$ cat src/pkg/timer_pair_consts.svh
// Constants for the dual timer/counter with external interrupt detection.
// Assumes a byte-wide register port addressed at the printed offsets.
//
// Functional notes
// - Mode field picks 13, 16, 8-reload, split
// - Timer one mode 11 stops and holds
// - 13-bit mode uses five low bits
// - Low byte reloads from high on overflow
// - Timer mode counts cycles, wraps, sets flag
// - Count only while run bit set
// - Gate set needs pin high too
// - Select bit picks falling edges or cycles
// - Input sampled per cycle, high then low
// - Overflow flag cleared on interrupt vector
// - Type bit picks low level or falling edge
// - Edge flag cleared automatically on service
// - Mode register bit layout per timer
// - Control register bit layout
// - Timer one overflow is a rate source
// - Split mode: high byte uses timer one controls
// - Machine cycle is clock over twelve
`ifndef TIMER_PAIR_CONSTS_SVH
`define TIMER_PAIR_CONSTS_SVH

// Register offsets.
`define TPC_CTL_ADDR 8'h88
`define TPC_MODE_ADDR 8'h89
`define TPC_CNT_LO0_ADDR 8'h8A
`define TPC_CNT_LO1_ADDR 8'h8B
`define TPC_CNT_HI0_ADDR 8'h8C
`define TPC_CNT_HI1_ADDR 8'h8D

// Control register bit positions.
`define TPC_OVF1_BIT 7
`define TPC_RUN1_BIT 6
`define TPC_OVF0_BIT 5
`define TPC_RUN0_BIT 4
`define TPC_IRQF1_BIT 3
`define TPC_KIND1_BIT 2
`define TPC_IRQF0_BIT 1
`define TPC_KIND0_BIT 0

// Mode register field positions within each nibble.
`define TPC_GATE_BIT 3
`define TPC_SEL_BIT 2
`define TPC_MODE_HI 1
`define TPC_MODE_LO 0

// Reset values.
`define TPC_CTL_RST 8'h00
`define TPC_MODE_RST 8'h00
`define TPC_CNT_RST 8'h00

// Machine cycle pacing in core clocks.
`define TPC_CYCLE_DIV 12

`endif

$ cat src/pkg/timer_pair_pkg.sv
// Types for the dual timer/counter block.
// Assumes the constants header is included by the design file.
package timer_pair_pkg;

	// Operating modes of one timer.
	typedef enum logic [1:0] {
		MODE_13BIT = 2'b00,
		MODE_16BIT = 2'b01,
		MODE_RELOAD8 = 2'b10,
		MODE_SPLIT = 2'b11
	} timer_mode_t;

endpackage

$ cat src/design/timer_pair.sv
// Dual timer/counter with external interrupt flag detection.
// Assumes synchronous pin inputs and a one-cycle read latency bus master.
`include "timer_pair_consts.svh"
`timescale 1ns/1ns

module timer_pair #(
	parameter int DIV = `TPC_CYCLE_DIV
)
(
	// Clock and reset.
	input wire logic i_core_clk,
	input wire logic i_resetn,
	// Register port.
	input wire logic [7:0] i_addr,
	input wire logic [7:0] i_wdata,
	input wire logic i_wr,
	input wire logic i_rd,
	output logic [7:0] o_rdata,
	// External pins.
	input wire logic i_count_input_zero,
	input wire logic i_count_input_one,
	input wire logic i_ext_irq_pin_zero,
	input wire logic i_ext_irq_pin_one,
	// Interrupt service acknowledges from the processor.
	input wire logic i_ack_ovf_zero,
	input wire logic i_ack_ovf_one,
	input wire logic i_ack_irq_zero,
	input wire logic i_ack_irq_one,
	// Rate source and flag copies.
	output logic o_rate_one,
	output logic o_ovf_flag_zero,
	output logic o_ovf_flag_one,
	output logic o_ext_irq_flag_zero,
	output logic o_ext_irq_flag_one
);

	////////////////////////////////////////////////////////////////////////
	// State.
	logic [7:0] timer_control_flags;
	logic [7:0] timer_mode_select;
	logic [7:0] count_low_byte [2];
	logic [7:0] count_high_byte [2];
	logic [3:0] presc;
	logic [1:0] cnt_smp;
	logic [1:0] irq_smp;
	logic [7:0] next_ctl;
	logic [7:0] next_mode;
	logic [7:0] next_lo [2];
	logic [7:0] next_hi [2];
	logic [3:0] next_presc;
	logic [1:0] next_cnt_smp;
	logic [1:0] next_irq_smp;
	logic [7:0] next_rdata;
	logic next_rate;
	logic tick;
	logic [1:0] fall;
	logic [1:0] irq_fall;
	logic [1:0] inc;
	logic [1:0] ovf;
	logic hi0_ovf;

	// Field extraction used for both timers.
	function automatic timer_pair_pkg::timer_mode_t mode_of(
		input logic [7:0] m, input int t);
		mode_of = timer_pair_pkg::timer_mode_t'(m[t*4 +: 2]);
	endfunction

	////////////////////////////////////////////////////////////////////////
	// Machine cycle strobe: one core clock in DIV, twelve by default.
	assign tick = (presc == 4'(DIV - 1));
	assign next_presc = tick ? 4'h0 : presc + 4'h1;

	// Edge detection works on samples taken at each machine cycle, so a
	// pulse shorter than one machine cycle may be missed entirely.
	assign fall[0] = cnt_smp[0] & ~i_count_input_zero;
	assign fall[1] = cnt_smp[1] & ~i_count_input_one;
	assign irq_fall[0] = irq_smp[0] & ~i_ext_irq_pin_zero;
	assign irq_fall[1] = irq_smp[1] & ~i_ext_irq_pin_one;
	assign next_cnt_smp = tick ? {i_count_input_one, i_count_input_zero}
		: cnt_smp;
	assign next_irq_smp = tick ? {i_ext_irq_pin_one, i_ext_irq_pin_zero}
		: irq_smp;

	////////////////////////////////////////////////////////////////////////
	// Increment enables for each timer.
	always_comb
	begin
		logic [1:0] run;
		logic [1:0] pin;
		run = {timer_control_flags[`TPC_RUN1_BIT],
			timer_control_flags[`TPC_RUN0_BIT]};
		pin = {i_ext_irq_pin_one, i_ext_irq_pin_zero};
		for (int t = 0; t < 2; t++)
		begin
			// Gate off, or gate on with pin high, plus the run bit.
			inc[t] = tick & run[t]
				& (~timer_mode_select[t*4 + `TPC_GATE_BIT] | pin[t])
				& (timer_mode_select[t*4 + `TPC_SEL_BIT] ?
				fall[t] : 1'b1);
		end
		// Timer one stands still in split mode.
		if (mode_of(timer_mode_select, 1) == timer_pair_pkg::MODE_SPLIT)
		begin
			inc[1] = 1'b0;
		end
	end

	////////////////////////////////////////////////////////////////////////
	// Counter next values per mode.
	always_comb
	begin
		hi0_ovf = 1'b0;
		for (int t = 0; t < 2; t++)
		begin
			next_lo[t] = count_low_byte[t];
			next_hi[t] = count_high_byte[t];
			ovf[t] = 1'b0;
			if (inc[t])
			begin
				case (mode_of(timer_mode_select, t))
					timer_pair_pkg::MODE_13BIT:
					begin
						// Upper three low-byte bits are left alone.
						next_lo[t][4:0] = count_low_byte[t][4:0] + 5'h01;
						if (count_low_byte[t][4:0] == 5'h1F)
						begin
							next_hi[t] = count_high_byte[t] + 8'h01;
							ovf[t] = (count_high_byte[t] == 8'hFF);
						end
					end
					timer_pair_pkg::MODE_16BIT:
					begin
						next_lo[t] = count_low_byte[t] + 8'h01;
						if (count_low_byte[t] == 8'hFF)
						begin
							next_hi[t] = count_high_byte[t] + 8'h01;
							ovf[t] = (count_high_byte[t] == 8'hFF);
						end
					end
					timer_pair_pkg::MODE_RELOAD8:
					begin
						next_lo[t] = count_low_byte[t] + 8'h01;
						if (count_low_byte[t] == 8'hFF)
						begin
							next_lo[t] = count_high_byte[t];
							ovf[t] = 1'b1;
						end
					end
					default:
					begin
						// Split: low byte is an 8-bit counter.
						next_lo[t] = count_low_byte[t] + 8'h01;
						ovf[t] = (count_low_byte[t] == 8'hFF);
					end
				endcase
			end
		end
		// Split: timer zero's high byte counts cycles on run one.
		if (mode_of(timer_mode_select, 0) == timer_pair_pkg::MODE_SPLIT
			&& tick && timer_control_flags[`TPC_RUN1_BIT])
		begin
			next_hi[0] = count_high_byte[0] + 8'h01;
			hi0_ovf = (count_high_byte[0] == 8'hFF);
		end
		// A software write to a count byte replaces this cycle's step.
		for (int t = 0; t < 2; t++)
		begin
			if (i_wr && i_addr == 8'(`TPC_CNT_LO0_ADDR + t))
				next_lo[t] = i_wdata;
			if (i_wr && i_addr == 8'(`TPC_CNT_HI0_ADDR + t))
				next_hi[t] = i_wdata;
		end
	end

	////////////////////////////////////////////////////////////////////////
	// Control and mode writes; hardware sets win over clears.
	always_comb
	begin
		logic [7:0] c;
		c = timer_control_flags;
		next_mode = timer_mode_select;
		if (i_wr && i_addr == `TPC_CTL_ADDR)
		begin
			c = i_wdata;
		end
		else if (i_wr && i_addr == `TPC_MODE_ADDR)
		begin
			next_mode = i_wdata;
		end
		// Service acknowledges clear the flags.
		if (i_ack_ovf_zero)
		begin
			c[`TPC_OVF0_BIT] = 1'b0;
		end
		if (i_ack_ovf_one)
		begin
			c[`TPC_OVF1_BIT] = 1'b0;
		end
		// Level-triggered flags are left for software to clear.
		if (i_ack_irq_zero && c[`TPC_KIND0_BIT])
		begin
			c[`TPC_IRQF0_BIT] = 1'b0;
		end
		if (i_ack_irq_one && c[`TPC_KIND1_BIT])
		begin
			c[`TPC_IRQF1_BIT] = 1'b0;
		end
		// Overflow sets, after every clear so that they win over any clear.
		if (ovf[0])
		begin
			c[`TPC_OVF0_BIT] = 1'b1;
		end
		if (ovf[1] || hi0_ovf)
		begin
			c[`TPC_OVF1_BIT] = 1'b1;
		end
		// Pin detection: low level or sampled falling edge.
		if (timer_control_flags[`TPC_KIND0_BIT] ?
			(tick & irq_fall[0]) : ~i_ext_irq_pin_zero)
		begin
			c[`TPC_IRQF0_BIT] = 1'b1;
		end
		if (timer_control_flags[`TPC_KIND1_BIT] ?
			(tick & irq_fall[1]) : ~i_ext_irq_pin_one)
		begin
			c[`TPC_IRQF1_BIT] = 1'b1;
		end
		next_ctl = c;
		next_rate = ovf[1];
	end

	////////////////////////////////////////////////////////////////////////
	// Read data, with unmapped addresses reading zero.
	always_comb
	begin
		next_rdata = 8'h00;
		if (i_rd && i_addr == `TPC_CTL_ADDR)
		begin
			next_rdata = timer_control_flags;
		end
		else if (i_rd && i_addr == `TPC_MODE_ADDR)
		begin
			next_rdata = timer_mode_select;
		end
		for (int t = 0; t < 2; t++)
		begin
			if (i_rd && i_addr == 8'(`TPC_CNT_LO0_ADDR + t))
				next_rdata = count_low_byte[t];
			if (i_rd && i_addr == 8'(`TPC_CNT_HI0_ADDR + t))
				next_rdata = count_high_byte[t];
		end
	end

	////////////////////////////////////////////////////////////////////////
	// Registers.
	always_ff @(posedge i_core_clk)
	begin
		if (!i_resetn)
		begin
			timer_control_flags <= `TPC_CTL_RST;
			timer_mode_select <= `TPC_MODE_RST;
			for (int t = 0; t < 2; t++)
			begin
				count_low_byte[t] <= `TPC_CNT_RST;
				count_high_byte[t] <= `TPC_CNT_RST;
			end
			presc <= 4'h0;
			cnt_smp <= 2'b00;
			irq_smp <= 2'b11;
			o_rdata <= 8'h00;
			o_rate_one <= 1'b0;
		end
		else
		begin
			timer_control_flags <= next_ctl;
			timer_mode_select <= next_mode;
			for (int t = 0; t < 2; t++)
			begin
				count_low_byte[t] <= next_lo[t];
				count_high_byte[t] <= next_hi[t];
			end
			presc <= next_presc;
			cnt_smp <= next_cnt_smp;
			irq_smp <= next_irq_smp;
			o_rdata <= next_rdata;
			o_rate_one <= next_rate;
		end
	end

	// Flag copies are taken from the register bits themselves.
	assign o_ovf_flag_zero = timer_control_flags[`TPC_OVF0_BIT];
	assign o_ovf_flag_one = timer_control_flags[`TPC_OVF1_BIT];
	assign o_ext_irq_flag_zero = timer_control_flags[`TPC_IRQF0_BIT];
	assign o_ext_irq_flag_one = timer_control_flags[`TPC_IRQF1_BIT];

	// Cycles since the last strobe, counted apart from the prescaler.
	int tick_gap;
	always_ff @(posedge i_core_clk)
		tick_gap <= (!i_resetn || tick) ? 0 : tick_gap + 1;
endmodule // timer_pair

$ cat config.mk
export PLATFORM = sky130hd
export DESIGN_NAME = timer_pair
export DESIGN_NICKNAME = d
export VERILOG_FILES = /design/src/pkg/timer_pair_pkg.sv /design/src/design/timer_pair.sv
export VERILOG_INCLUDE_DIRS = /design/src /design/src/pkg
export SDC_FILE = /design/constraint.sdc
export NUM_CORES = 1
export LEC_CHECK = 0
export BUFFER_PORTS_ARGS = -buffer_cell sky130_fd_sc_hd__buf_4
export CAP_MARGIN = 20
export CORE_MARGIN = 2
export CORE_UTILIZATION = 41
export DETAILED_ROUTE_END_ITERATION = 8
export MAX_ROUTING_LAYER = met4
export SYNTH_ARGS = -nofsm -noshare
export SYNTH_HDL_FRONTEND = slang
export SYNTH_SLANG_ARGS = --single-unit
$ cat constraint.sdc
create_clock -name i_core_clk -period 1.9 [get_ports i_core_clk]
set_input_delay 0.095 -clock i_core_clk [delete_from_list [all_inputs] [get_ports i_core_clk]]
set_output_delay 0.095 -clock i_core_clk [all_outputs]
set_load 0.005 [all_outputs]
==> results by group <==
Die
  – Die area: 0.0104 mm2
  – Initial Utilization: 42.4%
  – I/O pin cnt: 41
  – Area of the core: approximately 0.0093 mm2
  – Row cnt: 35
  – Die Height: 102 um
  – Die X-Extent: 102 um

Timing
  – Fin crit share: 102%
  – Hold_ws: 0.0695 ns
  – Setup tns final: -0.0474 ns
  – RSZ-0062 raised after global routing: yes
  – Tightest Pin Transition: 0.520 ns
  – Fin. Hold Viols: 0
  – Fmax: 513 MHz
  – Max_slew headroom: 65.0%
  – Min cycle time layout: 1.95 ns
  – Max-slew violation count: 0
  – Final setup viols: 1
  – PnR worst setup slack: -0.0474 ns
  – Post-Route Skew: approximately 0.014 ns

CTS
  – Clk root buf: clkbuf_8
  – Clk slew on worst S/H paths: 0.08 ns
  – CTS Buffer Depth: 2
  – H-tree depth: 3
  – CTS Sinks: 65
  – Total CTS buffers: 9
  – CTS tree: built
  – Clock Latency Late Sink: 0.35 ns

Routing
  – Final WL: 13300 um
  – Post-DRT Antenna Nets: 0
  – DRC violations left: 0
  – Vias per cell: 5.84
  – Vias after detailed routing: 4063
  – Wire length per cell: 19.2 um
  – DRT iter0 DRCs: 399
  – Drt first pass iters: 6

Logic synthesis
  – Post-synth cell types: 69
  – Mean Syn Cell Area: roughly 8.1 um2
  – Yosys top cell area share: 33.1%
  – Post-synthesis sequential area ratio: 33.1%
  – Synth area leader: dfxtp_1
  – Most used DFF post-synth: dfxtp_1
  – Asr flop ratio synth: 0%
  – Synth Register Bits: between 60 and 70
  – Synthesized cell area: between 0.003 and 0.004 mm2
  – Synth top area cells: dfxtp_1 (33%), a21oi_1 (5.9%), nand2_1 (5.6%)
  – Post-synth EDFFs: 0
  – Ys Warns: 0
  – Syn Nets: ~520
  – Mapped Cells: just under 500

Finish
  – Sequential cell area: 0.00131 mm2
  – Nets: 599
  – Area of the multi-input gates: 0.00256 mm2
  – Area Overhead vs Synth: 27.4%
  – ANT cells: 0
  – Filler cells: 871
  – Share of cells above drive strength 1: 25.6%

Critical path
  – CP dominant cell by count: ha_4
  – Critical Path RT: 2.19 ns
  – FF-to-FF End: count_high_byte[0][0]
  – Critical Path Fanout Max: 8
  – R2r worst-path depth: 8
  – Critical path's slowest cell: o311a_4
  – Max incr delay on CP: 0.45 ns
  – R2r startpoint: count_low_byte[0][0]
  – Internal reg-to-reg setup slack: -0.05 ns
  – Critical path launch point type: flop
  – CP Cell Sequence: ha_4, and3_4, ha_4, nor2b_4, a31oi_4, o311a_4, or3_1, a21oi_1
  – Worst setup EP type: flop
  – Worst EP arrival: 2.23 ns
  – Critical path type: flop to flop

Power and ir drop
  – Leakage power: 1.96 nW
  – Overall Power: about 3 mW
  – Sw Share: between 20% and 30%
  – Pint: 2.24 mW
  – P_sw: 0.744 mW
  – Sequential share of power: 46.2%
  – Worst vdd ir: 343 uV
  – PwrDens: 596 mW/mm2
  – Gate power share: 7.7%
  – Clock share of power: 46.1%

GRT
  – GR Overflow Total: 0
  – Vias in the first global route: approximately 3900
  – Total Routing Usage GR: around 27%
  – Largest net degree at the start of global routing: 36
  – Initial antenna violation count: 0
  – Wire length of the first global-routing pass: 20600 um

Place
  – RD Place Congestion: 0.947
  – DP Worst Slack: 0.00497 ns
  – HPWL after DPL: around 9500 um
  – Port Buffers: 40

Status
  – Failing checks: negative setup slack
  – Run status: finished with violations

Min path
  – Hold/Removal Path Class: input pin to flop
  – Hold_sp: i_wdata[4]
  – End of the worst hold path: timer_mode_select[4]
  – WHS Path Cells: 3

Run
  – Max Cap Viol: 0
## area by class of cell
type	instances	area share [%]
multi-input cells	383	51.1
flip-flops and latches	65	26.1
repair buffers	95	14.4
well taps	129	3.22
clock buffers	10	2.75
clock inverters	6	1.80
inverters	8	0.599
## worst max-delay path, delay by kind of cell, from the launching register on
family	cells	cell delay (ns)
AO/OA/AOI/OAI	3	0.63
flip-flops	1	0.36
AND/OR/NAND/NOR	3	0.67
adder cells (fa/ha/maj)	2	0.25
## per-stage QoR
stage          area [um2]  util (%)  instances
6_report             5010      54.0        696
5_1_grt              5010      54.0        696
4_1_cts              4890      52.7        692
3_5_place_dp         4620      49.8        672
3_3_place_gp         4620      49.8        672
2_1_floorplan        3940         -        484
## power groups by stage
stage / registers (mW) / logic [mW] / clock network [mW]
floorplan: 1.41 / 0.101 / 0
global placement: 1.41 / 0.215 / 0
detailed placement: 1.41 / 0.218 / 0
CTS: 1.38 / 0.225 / 1.40
global route: 1.38 / 0.244 / 1.46
finish: 1.38 / 0.230 / 1.38
## registers in the layout (all words and copies together), names as in the netlist
register             cells
presc                    4
o_rate_one               1
cnt_smp                  2
timer_mode_select        8
timer_control_flags      8
count_high_byte         16
count_low_byte          16
irq_smp                  2
o_rdata                  8
## routing by layer
metal,up-vias,wire [um],global-route usage (%)
li1,1950,-,-
met1,1914,5580,34.4
met2,168,6450,44.0
met3,31,959,4.31
met4,0,344,8.72
met5,-,0,-
## cells in the final DEF, fill, tap and decap left out, drive strengths merged, types with 11 or more instances in the layout
master / count
nand3: 24
o32ai: 11
nor2b: 13
and3: 12
mux2i: 11
nor2: 34
o21ai: 24
nand4: 12
dfxtp: 65
nand2: 60
buf: 91
a21oi: 46
o211ai: 12
## worst max path at each step
stage                    startpoint                    end  slack [ns]  cells past startpoint
2_1_floorplan  count_low_byte[0][0]  count_high_byte[0][5]       0.005                     10
3_3_place_gp   count_low_byte[0][0]  count_high_byte[0][1]        0.03                      8
3_5_place_dp   count_low_byte[0][0]  count_high_byte[0][1]       0.005                      8
4_1_cts        count_low_byte[0][0]  count_high_byte[0][1]        0.02                      8
5_1_grt        count_low_byte[0][0]  count_high_byte[0][0]       -0.09                      8
6_report       count_low_byte[0][0]  count_high_byte[0][0]       -0.05                      8
## timing repair
action                                  in CTS  in global routing
hold buffers                                 4                  0
buffers inserted                             0                  3
hold endpoints to repair                     4                  0
endpoints found under the setup margin       0                 27
gates resized for setup                      0                 17
## cells in the mapped netlist, drive strengths merged, types with 5 or more instances
cell type	count
clkbuf	17
buf	12
and2	8
nor3	6
o31ai	9
inv	7
nor2b	13
mux2	8
and3	12
a211oi	10
nand4	12
nand2	60
ha	9
nand3	24
nor2	34
o21ai	24
o32ai	11
a31oi	6
a21oi	46
xor2	9
nand2b	5
o211ai	12
mux2i	11
dfxtp	65
## cells by family after synthesis
family,Yosys count,synth area share (%)
multiplexers,19,5.09
AO/OA/AOI/OAI,147,26.0
adder cells (fa/ha/maj),9,2.86
flip-flops,65,33.1
AND/OR/NAND/NOR,195,26.1
XOR/XNOR,12,2.67
buffers and inverters,37,4.23
Note: power is estimated with default switching activity, not from simulation.
